$ cat config.mk
export PLATFORM = sky130hd
export DESIGN_NAME = arithmetic_element_sequencer
export DESIGN_NICKNAME = d
export VERILOG_FILES = /design/src/hdl/eae_pkg.sv /design/src/hdl/arithmetic_element_sequencer.sv
export SDC_FILE = /design/constraint.sdc
export NUM_CORES = 1
export LEC_CHECK = 0
export ABC_AREA = 1
export BUFFER_PORTS_ARGS = -buffer_cell sky130_fd_sc_hd__buf_2
export CAP_MARGIN = 20
export CORE_UTILIZATION = 30
export CTS_CLUSTER_DIAMETER = 100
export DETAILED_ROUTE_END_ITERATION = 8
export PLACE_DENSITY = 0.62
export SYNTH_ARGS = -nofsm -noshare
export SYNTH_HDL_FRONTEND = slang
export SYNTH_SLANG_ARGS = --single-unit
$ cat constraint.sdc
create_clock -name i_clk -period 5.1 [get_ports i_clk]
set_input_delay 1.02 -clock i_clk [delete_from_list [all_inputs] [get_ports i_clk]]
set_output_delay 1.02 -clock i_clk [all_outputs]
set_load 0.005 [all_outputs]
$ cat src/hdl/eae_pkg.sv
// constants for the arithmetic element sequencer
package eae_pkg;

  // clock and delay-chain timing
  localparam int CLK_PERIOD_NS  = 10;
  localparam int DELAY_LINE_NS  = 250;
  localparam int AMP_DELAY_NS   = 100;
  localparam int RUN_CLOCK_NS   = 450;
  localparam int TG_LOW_NS      = 100;
  localparam int SHIFT_CYC      = (DELAY_LINE_NS + AMP_DELAY_NS) / CLK_PERIOD_NS;
  localparam int RUN_CLK_CYC    = RUN_CLOCK_NS / CLK_PERIOD_NS;
  localparam int TG_LOW_CYC     = TG_LOW_NS / CLK_PERIOD_NS;

  // datapath widths
  localparam int WORD_W = 12;
  localparam int SC_W   = 5;

  // instruction bits, numbered msb-first as bit 00 .. bit 11
  localparam int MB_BIT04 = 7;
  localparam int MB_BIT06 = 5;
  localparam int MB_BIT07 = 4;
  localparam int MB_BIT11 = 0;

  // accumulator bits, msb-first numbering
  localparam int AC_BIT00 = 11;
  localparam int AC_BIT01 = 10;
  localparam int AC_BIT02 = 9;
  localparam int AC_BIT03 = 8;

  // step counter bits, msb-first numbering
  localparam int SC_BIT0 = 4;
  localparam int SC_BIT1 = 3;
  localparam int SC_BIT2 = 2;
  localparam int SC_BIT3 = 1;
  localparam int SC_BIT4 = 0;

  // full instruction codes (octal 7421 and 7441)
  localparam logic [11:0] LOAD_QUOTIENT_CODE   = 12'hF11;
  localparam logic [11:0] COUNTER_TO_ACCUM_CODE = 12'hF21;

  // register map, byte addresses
  localparam int          ADR_W        = 8;
  localparam logic [7:0]  CTRL_ADDR    = 8'h00;
  localparam logic [7:0]  STATUS_ADDR  = 8'h04;
  localparam logic [7:0]  COUNT_ADDR   = 8'h08;
  localparam logic [31:0] CTRL_RESET   = 32'h00000001;
  localparam int          CTRL_ENABLE  = 0;
  localparam int          ST_ON        = 0;
  localparam int          ST_RUN       = 1;
  localparam int          ST_END       = 2;
  localparam int          ST_TG        = 3;
  localparam int          ST_COMPLETE  = 4;
  localparam int          COUNT_SC_LSB = 0;
  localparam int          COUNT_MQ_LSB = 16;

endpackage

$ cat src/hdl/arithmetic_element_sequencer.sv
// arithmetic element register transfers and self-timed shift sequencer
//
// Behaviour
// - code 7421: clear quotient in step one, load accumulator in step two, accumulator zero
// - transfer enable when bits 11, 07 one, 04 zero, second operate phase
// - transfer enable suppresses accumulator output enable, accumulator loads zero
// - code 7441: step counter ORed into accumulator in step two
// - counter output enable when bits 11 and 06 one in second phase
// - begin for unnormalized normalize, or operate class in execute cycle
// - time pulse three with begin, not counter load: start sets on and run
// - start emerges as shift pulse after 350 ns, recirculates while run set
// - run reclocked from on at the 450 ns tap
// - each shift pulse drops time generator for 100 ns: one quotient and counter load
// - completion with run set drops on input; next shift pulse clears on
// - next run clock after on clears clears run; time generator left set
// - shift pulses arriving with run clear are blocked
// - first shift pulse after completion clears end, which sets time state four
// - multiply completes when counter bits 1, 3, 4 are one
// - divide completes on counter zero with adder carry (overflow)
// - divide also completes when counter bits 1, 2, 4 are one
// - shifts load complement of count; complete when counter full
// - normalize completes on bits 01/02 = 0/1, or bit 03 zero and rest zero
// - low, mid and quotient-low zero flags from accumulator and quotient bits
// - one more shift follows completion, so normalize tests bits 01 and 02
// - normalize with bits 01/02 = 1/0 ends by losing the shift pulse
// - step one at or before time state three, step two at pulse three
// - quotient load in step two when bit 07 and instruction decode set
// - each counter load during a sequence increments the step counter
`timescale 1ns/1ns

module arithmetic_element_sequencer (
  // clock, reset, enable
  input  wire logic        i_clk,
  input  wire logic        i_sys_rst,
  input  wire logic        i_ce,
  // wishbone slave
  input  wire logic        i_wb_cyc,
  input  wire logic        i_wb_stb,
  input  wire logic        i_wb_we,
  input  wire logic [7:0]  i_wb_adr,
  input  wire logic [31:0] i_wb_dat,
  input  wire logic [3:0]  i_wb_sel,
  output logic      [31:0] o_wb_dat,
  output logic             o_wb_ack,
  // processor timing and instruction
  input  wire logic [11:0] i_memory_buffer,
  input  wire logic        i_second_operate_phase,
  input  wire logic        i_time_pulse_three,
  input  wire logic        i_step_one,
  input  wire logic        i_operate_class,
  input  wire logic        i_execute_cycle,
  input  wire logic        i_eae_decode,
  // operation selects
  input  wire logic        i_multiply_op,
  input  wire logic        i_divide_op,
  input  wire logic        i_normalize_op,
  input  wire logic        i_shift_op,
  input  wire logic        i_counter_load_op,
  // accumulator side
  input  wire logic [11:0] i_accumulator,
  input  wire logic        i_adder_carry,
  // transfer controls to the processor
  output logic             o_transfer_enable,
  output logic             o_accum_out_enable,
  output logic             o_counter_out_enable,
  output logic      [11:0] o_counter_to_accum,
  output logic      [11:0] o_quotient,
  output logic      [4:0]  o_step_counter,
  // sequencer outputs
  output logic             o_shift_pulse,
  output logic             o_quotient_load,
  output logic             o_counter_load,
  output logic             o_time_state_four,
  output logic             o_seq_on_flag,
  output logic             o_seq_run_flag,
  output logic             o_seq_end_flag,
  output logic             o_time_generator_flag
);

  localparam int DLEN = eae_pkg::RUN_CLK_CYC;

  logic [DLEN-1:0] delay_q;
  logic            on_q;
  logic            run_q;
  logic            end_q;
  logic            tg_q;
  logic            ts4_q;
  logic            shift_q;
  logic            qload_q;
  logic            cload_q;
  logic            xfer_q;
  logic            acc_en_q;
  logic            cnt_en_q;
  logic [11:0]     cnt_acc_q;
  logic [11:0]     mq_q;
  logic [4:0]      sc_q;
  logic [31:0]     ctrl_q;
  logic [31:0]     rdat_q;
  logic            ack_q;

  logic            xfer_d;
  logic            low_accum_zero;
  logic            mid_accum_zero;
  logic            quotient_low_accum_zero;
  logic            normalized_cond;
  logic            seq_begin;
  logic            seq_start_pulse;
  logic            seq_complete;
  logic            raw_tp;
  logic            lost_tp;
  logic            shift_pulse;
  logic            run_clock;
  logic            wb_req;

  // instruction decodes
  // transfer enable decode
  assign xfer_d = i_memory_buffer[eae_pkg::MB_BIT11] & i_memory_buffer[eae_pkg::MB_BIT07]
                & ~i_memory_buffer[eae_pkg::MB_BIT04] & i_second_operate_phase;

  // zero detectors for the normalize test
  // zero flag tree
  assign low_accum_zero          = ~|i_accumulator[3:0];
  assign mid_accum_zero          = ~|i_accumulator[7:4];
  assign quotient_low_accum_zero = ~|mq_q & low_accum_zero;

  // operand already normalized: sign differs from first data bit, or bits 02 to 11 and the quotient all zero
  assign normalized_cond = (i_accumulator[eae_pkg::AC_BIT00] ^ i_accumulator[eae_pkg::AC_BIT01])
                         | (~i_accumulator[eae_pkg::AC_BIT02] & ~i_accumulator[eae_pkg::AC_BIT03]
                            & mid_accum_zero & quotient_low_accum_zero);

  assign seq_begin = (i_normalize_op & ~normalized_cond) | (i_operate_class & i_execute_cycle);

  // a new start is ignored while a sequence is still on; a start less than 350 ns after completion doubles the chain
  // start pulse
  assign seq_start_pulse = i_time_pulse_three & seq_begin & ~i_counter_load_op
                         & ctrl_q[eae_pkg::CTRL_ENABLE] & ~on_q;

  // completion terms per operation
  always_comb begin
    seq_complete = 1'b0;
    if (i_multiply_op && sc_q[eae_pkg::SC_BIT1] && sc_q[eae_pkg::SC_BIT3]
        && sc_q[eae_pkg::SC_BIT4]) begin
      seq_complete = 1'b1;
    end
    if (i_divide_op && sc_q == '0 && i_adder_carry) begin
      seq_complete = 1'b1;
    end
    if (i_divide_op && sc_q[eae_pkg::SC_BIT1] && sc_q[eae_pkg::SC_BIT2]
        && sc_q[eae_pkg::SC_BIT4]) begin
      seq_complete = 1'b1;
    end
    if (i_shift_op && (&sc_q[eae_pkg::SC_BIT1:eae_pkg::SC_BIT4]) && sc_q[eae_pkg::SC_BIT0]) begin
      seq_complete = 1'b1;
    end
    // bits 01/02 are tested because one more shift follows
    // normalize stop
    if (i_normalize_op && ((~i_accumulator[eae_pkg::AC_BIT01] & i_accumulator[eae_pkg::AC_BIT02])
        | (~i_accumulator[eae_pkg::AC_BIT03] & quotient_low_accum_zero & mid_accum_zero))) begin
      seq_complete = 1'b1;
    end
  end

  // delay chain taps
  assign raw_tp    = delay_q[eae_pkg::SHIFT_CYC-1];
  assign run_clock = delay_q[DLEN-1];

  assign lost_tp = raw_tp & run_q & i_normalize_op
                 & i_accumulator[eae_pkg::AC_BIT01] & ~i_accumulator[eae_pkg::AC_BIT02];

  assign shift_pulse = raw_tp & run_q & ~lost_tp;

  // delay line: start or a gated shift pulse enters, taps at 350 and 450 ns
  // recirculating chain
  always_ff @(posedge i_clk or posedge i_sys_rst) begin
    if (i_sys_rst) begin
      delay_q <= '0;
    end else if (i_ce) begin
      delay_q <= {delay_q[DLEN-2:0], seq_start_pulse | shift_pulse};
    end
  end

  // on flag: clocked by start and shift pulses, data low on completion with run
  always_ff @(posedge i_clk or posedge i_sys_rst) begin
    if (i_sys_rst) begin
      on_q <= 1'b0;
    end else if (i_ce) begin
      if (seq_start_pulse) begin
        on_q <= 1'b1;
      end else if (lost_tp) begin
        on_q <= 1'b0;
      end else if (shift_pulse) begin
        on_q <= ~(seq_complete & run_q);
      end
    end
  end

  // run flag: set directly by start, reclocked from on at the late tap
  always_ff @(posedge i_clk or posedge i_sys_rst) begin
    if (i_sys_rst) begin
      run_q <= 1'b0;
    end else if (i_ce) begin
      if (seq_start_pulse) begin
        run_q <= 1'b1;
      end else if (lost_tp) begin
        run_q <= 1'b0;
      end else if (run_clock) begin
        run_q <= on_q;
      end
    end
  end

  // time generator: dropped by each shift pulse, set again by the late tap
  always_ff @(posedge i_clk or posedge i_sys_rst) begin
    if (i_sys_rst) begin
      tg_q <= 1'b1;
    end else if (i_ce) begin
      if (run_clock) begin
        tg_q <= 1'b1;
      end else if (shift_pulse) begin
        tg_q <= 1'b0;
      end
    end
  end

  // end flag and the processor resume pulse
  always_ff @(posedge i_clk or posedge i_sys_rst) begin
    if (i_sys_rst) begin
      end_q <= 1'b0;
      ts4_q <= 1'b0;
    end else if (i_ce) begin
      ts4_q <= 1'b0;
      if (seq_start_pulse) begin
        end_q <= 1'b1;
      end else if (lost_tp) begin
        end_q <= 1'b0;
        ts4_q <= end_q;
      end else if (shift_pulse && seq_complete) begin
        end_q <= 1'b0;
        ts4_q <= end_q;
      end
    end
  end

  // per-shift strobes, one cycle each, in the cycle the time generator drops
  always_ff @(posedge i_clk or posedge i_sys_rst) begin
    if (i_sys_rst) begin
      shift_q <= 1'b0;
      qload_q <= 1'b0;
      cload_q <= 1'b0;
    end else if (i_ce) begin
      shift_q <= shift_pulse;
      qload_q <= shift_pulse | (i_time_pulse_three & i_eae_decode
                                & i_memory_buffer[eae_pkg::MB_BIT07]);
      cload_q <= shift_pulse;
    end
  end

  // step counter: preset at start, counts shifts
  always_ff @(posedge i_clk or posedge i_sys_rst) begin
    if (i_sys_rst) begin
      sc_q <= '0;
    end else if (i_ce) begin
      if (seq_start_pulse) begin
        sc_q <= i_shift_op ? ~i_memory_buffer[eae_pkg::SC_W-1:0] : '0;
      end else if (shift_pulse) begin
        sc_q <= sc_q + 5'h01;
      end
    end
  end

  // quotient register transfers; shift datapath lives elsewhere
  always_ff @(posedge i_clk or posedge i_sys_rst) begin
    if (i_sys_rst) begin
      mq_q <= '0;
    end else if (i_ce) begin
      if (i_time_pulse_three && i_eae_decode && i_memory_buffer[eae_pkg::MB_BIT07]) begin
        mq_q <= xfer_d ? i_accumulator : '0;
      end else if (i_step_one && i_memory_buffer == eae_pkg::LOAD_QUOTIENT_CODE) begin
        mq_q <= '0;
      end
    end
  end

  // accumulator-side enables, registered for clean outputs
  always_ff @(posedge i_clk or posedge i_sys_rst) begin
    if (i_sys_rst) begin
      xfer_q    <= 1'b0;
      acc_en_q  <= 1'b0;
      cnt_en_q  <= 1'b0;
      cnt_acc_q <= '0;
    end else if (i_ce) begin
      xfer_q   <= xfer_d;
      acc_en_q <= i_second_operate_phase & ~xfer_d & ~i_memory_buffer[eae_pkg::MB_BIT04];
      cnt_en_q <= i_memory_buffer[eae_pkg::MB_BIT11] & i_memory_buffer[eae_pkg::MB_BIT06]
                & i_second_operate_phase;
      if (i_memory_buffer[eae_pkg::MB_BIT11] && i_memory_buffer[eae_pkg::MB_BIT06]
          && i_second_operate_phase) begin
        cnt_acc_q <= {7'h00, sc_q};
      end else begin
        cnt_acc_q <= '0;
      end
    end
  end

  // wishbone slave: one wait state, ack drops the cycle after
  assign wb_req = i_wb_cyc & i_wb_stb & ~ack_q;

  always_ff @(posedge i_clk or posedge i_sys_rst) begin
    if (i_sys_rst) begin
      ack_q <= 1'b0;
    end else if (i_ce) begin
      ack_q <= wb_req;
    end
  end

  // control register, byte lanes honoured
  always_ff @(posedge i_clk or posedge i_sys_rst) begin
    if (i_sys_rst) begin
      ctrl_q <= eae_pkg::CTRL_RESET;
    end else if (i_ce && wb_req && i_wb_we && i_wb_adr == eae_pkg::CTRL_ADDR) begin
      for (int b = 0; b < 4; b++) begin
        if (i_wb_sel[b]) begin
          ctrl_q[8*b +: 8] <= i_wb_dat[8*b +: 8];
        end
      end
    end
  end

  // read mux; unmapped addresses read zero
  always_ff @(posedge i_clk or posedge i_sys_rst) begin
    if (i_sys_rst) begin
      rdat_q <= '0;
    end else if (i_ce) begin
      rdat_q <= '0;
      if (wb_req && !i_wb_we) begin
        case (i_wb_adr)
          eae_pkg::CTRL_ADDR: begin
            rdat_q <= ctrl_q;
          end
          eae_pkg::STATUS_ADDR: begin
            rdat_q[eae_pkg::ST_ON]       <= on_q;
            rdat_q[eae_pkg::ST_RUN]      <= run_q;
            rdat_q[eae_pkg::ST_END]      <= end_q;
            rdat_q[eae_pkg::ST_TG]       <= tg_q;
            rdat_q[eae_pkg::ST_COMPLETE] <= seq_complete;
          end
          eae_pkg::COUNT_ADDR: begin
            rdat_q[eae_pkg::COUNT_SC_LSB +: 5]  <= sc_q;
            rdat_q[eae_pkg::COUNT_MQ_LSB +: 12] <= mq_q;
          end
          default: begin
            rdat_q <= '0;
          end
        endcase
      end
    end
  end

  // outputs straight from flops
  assign o_wb_dat              = rdat_q;
  assign o_wb_ack              = ack_q;
  assign o_transfer_enable     = xfer_q;
  assign o_accum_out_enable    = acc_en_q;
  assign o_counter_out_enable  = cnt_en_q;
  assign o_counter_to_accum    = cnt_acc_q;
  assign o_quotient            = mq_q;
  assign o_step_counter        = sc_q;
  assign o_shift_pulse         = shift_q;
  assign o_quotient_load       = qload_q;
  assign o_counter_load        = cload_q;
  assign o_time_state_four     = ts4_q;
  assign o_seq_on_flag         = on_q;
  assign o_seq_run_flag        = run_q;
  assign o_seq_end_flag        = end_q;
  assign o_time_generator_flag = tg_q;

  // checks; a frozen clock enable suspends them
  // flags are seen one cycle after start, so the tap is one cycle closer
  localparam int A_SHIFT = eae_pkg::SHIFT_CYC - 1;
endmodule // arithmetic_element_sequencer

---- After elaboration in Yosys (flattened, before gate mapping) ----
Index checks and enable logic that the tools add are counted.
storage, ports and cells
  output and inout bits ................... 73
  word-level logic and storage cells ...... 150
  flip-flop bits (word level) ............. 149
operators by class
  reduce and logical (&&, ||, !) cells .... 47
  $add $sub $neg .......................... 1
  eq/ne operators ......................... 3
  bitwise logic cells ..................... 48
  multiplexer cells ....................... 31
operator list
  cell                  number
  $mux 12               3
  $mux 32               1
  $and 1x1->1           30
  $pmux 12 s2           1
  $logic_and 1x1->1     21
  $mux 5                4
  $reduce_and 2->1      10
  $mux 1                19
  $pmux 5 s3            1
  $eq 12x12->1 const B  1
  $reduce_or 12->1      1
  $mux 11               1
  $not 1->1             11
  $reduce_bool 3->1     3
  $eq 8x3->1 const B    1
  $eq 8x4->1 const B    1
  $logic_not 8->1       1
  $reduce_or 4->1       2
  $reduce_bool 2->1     3
  $add 5x1->5 const B   1
  $logic_not 5->1       1
  $not 5->5             1
  $or 1x1->1            5
  $logic_not 1->1       4
  3 further kinds       3

---- Depth between registers and ports, before layout ----
  depth after elaboration ................. 14
  depth in mapped cells ................... 12
  mapped depth without buffers ............ 11

---- Worst setup path before layout ----
No wires, ideal clock.
  path type ............................... in2reg
  start point ............................. input port i_wb_adr[1]
  end point ............................... register ctrl_q[10]
  library setup time ...................... 0.125 ns
  arrival ................................. 2.123 ns
  data required time ...................... 4.975 ns
  stages on the path ...................... 5
  path buffers ............................ 0
  setup slack ............................. 2.852 ns
  path through ............................ nor2_1 -> nand2_1 -> nor3_4 -> nand3_2 -> mux2_2
between the ends
  word-level cells in the longest chain between the ends .. 3
ends and longest elaborated chain
  item                           RTL line                             source
  start, declared                arithmetic_element_sequencer.sv:40   input wire logic [7:0] i_wb_adr,
  $logic_not 8->1                arithmetic_element_sequencer.sv:320  end else if (i_ce && wb_req && i_wb_we && i_wb_adr == eae_pkg::CTRL_ADDR) begin
  $logic_and 1x1->1              arithmetic_element_sequencer.sv:320
  $reduce_and 2->1 (no line)     --
  end signal, assigned           arithmetic_element_sequencer.sv:319  ctrl_q <= eae_pkg::CTRL_RESET;
  end signal, assigned by index  arithmetic_element_sequencer.sv:323  ctrl_q[8*b +: 8] <= i_wb_dat[8*b +: 8];
  end, declared                  arithmetic_element_sequencer.sv:97   logic [31:0] ctrl_q;
No other way between the ends.
A chain may end at the register's enable or synchronous reset.

---- Final worst setup path ----
  start point ............................. input port i_wb_adr[1]
  end point ............................... register ctrl_q[14]
Same word-level chain as after synthesis.

==> impl_metrics.ini <==
[worst_setup_path]
ff2ff_path_depth = 5
arrival_ns = 2.91
rr_endpoint = o_wb_dat[27]
critPathMaxFanout = 18
crit_type = input port to register
ff2ff_setup_slack_ns = 3.01
r2r_start = o_wb_ack
cp_data_required_time_ns = 5.39
crit_start = i_wb_adr[1]
worstSetupEndpoint = ctrl_q[14]
end_kind = register
start_kind = input port

[synthesis]
synthesis.area_mm2 = 0.00610
synth_area_leaders = dfrtp_1 57%, nand2_1 14%, mux2_2 5.9%
async_reset_ff_frac = 1.00
synth_seq_area_share = 0.583
synthMostInstantiatedCell = nand2_1
synth_xor_area_frac = 0.00287
syn_avg_cell_area_um2 = 9.38
muxShareOfSynthArea = 0.0591
yosysWarningCount = 0
synth_edf_count = 0
synthTopCellsByCount = 234 x nand2_1, 140 x dfrtp_1, 50 x inv_1
synth_top_area_share = 0.575
yosysUniqueCellTypes = 28
synth_top_area_cell = dfrtp_1
synth_adder_area_share = 0.00411
synth_top_family_by_area = simple AND/OR/NAND/NOR gates
synthCells = 650
synthSimpleGateAreaFrac = 0.212
ys.flop_type = dfrtp_1
synth_seq_cells = 142
synth_compound_area_frac = 0.0803

[finish]
n_antenna_cell = 0
finish.utilization = 0.394
layout-drive-gt1-share = 0.286
area_growth_pct = 27.4
n_fill_cell = 1970
finalInstanceArea_mm2 = 0.00777
final-instance-count-excl-fill = 1079
layout.nets = 889

[route]
wl_per_cell_um = 14.9
wl_um = 16100
ant_nets = 0
drt_iter0_markers = 296
post-route-drc-count = 0
dr.pass1.iters = 4
viasPerCell = 4.66
via_count = 5029

[clock_tree]
clk_latency_ns = 0.41
path_clk_slew_ns = 0.06
post_cts_buffers = 0
cts_hold_buf = 0
htree_levels = 4
clk_path_buf_depth = 2
cts-resized-gates = 0
clkSinkCount = 142
clock_tree.root_cell = clkbuf_16
cts_buffers = 17
tritoncts = done

[worst_hold_path]
whs_path_depth = 2
hold_path.class = register to register

[timing]
setup_viol = 0
final_hold_viol_count = 0
fmax_mhz = 382
relSlewSlack = 0.477
final.period_utilization = 0.513
tightest_slew_ns = 0.782
tns_ns = 0
final.min_clock_period_ns = 2.62
whs_ns = 0.467
rsz0062_at_grt = no
drv_slew = 0
fin_worst_skew_ns = 0.00719
layout_setup_ws_ns = 2.48

[placement]
gp_congestion = 0.834
placed_cell_area_mm2 = 0.00711
dpl.cell_count = 1046
place_ws_ns = 2.10
dp_hpwl_um = 11300
portBuffers = 151

[outcome]
status = finished, final reports clean

[floorplanning]
die_area_mm2 = 0.0209
ios = 159
start_util = 0.309
dieWidth_um = 145
fp.dieH_um = 145
core_area_mm2 = 0.0197
fp-row-count = 51

[pwr]
power_leakage_nw = 4.24
ir_drop_uv = 228
total_power_mw = 2.64
powerDensity_mw_per_mm2 = 339

[grt]
antenna_found_initial = 0
grt_max_degree = 111
overflow = 0
grt_pass1_wl_um = 24700
track_usage = 0.158
grt_pass1_vias = 4847

[flow_run]
drv_cap = 0
-- placed cells by master, fill, tap and decap left out, drive strengths merged --
cell type / synthesis / routed
nand2: 234 / 234
mux2: 32 / 32
dfstp: 2 / 2
nor3: 5 / 5
or2: 2 / 2
bufinv: 0 / 4
clkinv: 1 / 4
o41ai: 1 / 1
o22ai: 12 / 12
dfrtp: 140 / 140
o21ai: 24 / 24
nor2: 24 / 24
o211ai: 12 / 12
o31ai: 2 / 2
nand4: 6 / 6
a32o: 15 / 15
clkbuf: 20 / 22
xor2: 2 / 2
ha: 2 / 2
a21oi: 6 / 6
nand3: 43 / 43
clkinvlp: 0 / 2
conb: 1 / 7
inv: 51 / 52
buf: 13 / 159
-- worst min path at each step --
stage	from	endpoint
after CTS	delay_q[30]	delay_q[31]
final	delay_q[30]	delay_q[31]
after floorplan	delay_q[10]	delay_q[10]
after global routing	delay_q[26]	delay_q[27]
after detailed placement	delay_q[30]	delay_q[31]
after global placement	delay_q[31]	delay_q[31]
-- cell type report --
| type | instances | area (µm²) | area share |
|---|---|---|---|
| inverter | 52 | 200 | 0.0258 |
| clock buffer | 22 | 474 | 0.0611 |
| clock inverter | 10 | 159 | 0.0205 |
| sequential | 142 | 3560 | 0.458 |
| tap | 265 | 332 | 0.0427 |
| timing repair buffer | 159 | 836 | 0.108 |
| multi-input combinational | 429 | 2210 | 0.285 |
-- report_power, final --
group | internal (mW) | leakage, nW | switching [mW]
Sequential | 1.14 | 1.96 | 0.0167
Combinational | 0.0549 | 1.97 | 0.0998
Clock | 0.857 | 0.307 | 0.465
-- cell families after synthesis --
family	count (synthesis)
buffers and inverters	85
adder cells (fa/ha/maj)	2
flip-flops	142
AND/OR/NAND/NOR	314
multiplexers	32
AO/OA/AOI/OAI	72
XOR/XNOR	2
other	1
-- state kept, by name, summed over array words and instances (netlist names), 5 cells and up --
name                cells
delay_q                45
ctrl_q                 32
o_wb_dat               32
o_quotient             12
o_counter_to_accum      5
o_step_counter          5
-- per-layer routing --
metal / track usage / vias up / routed length, µm
met3: 0.0401 / 16 / 995
met1: 0.195 / 2425 / 6960
met4: 0.0560 / 0 / 244
met5: 0 / - / 0
met2: 0.266 / 169 / 7920
li1: - / 2419 / -
-- critical path, stage by stage --
cell     delay, ns
buf_2         0.09
nor2_1        0.12
nand2_1       0.12
nor3_4        0.66
buf_4         0.30
nand3_2       0.22
mux2_2        0.36
Note: power is estimated with default switching activity, not from simulation.
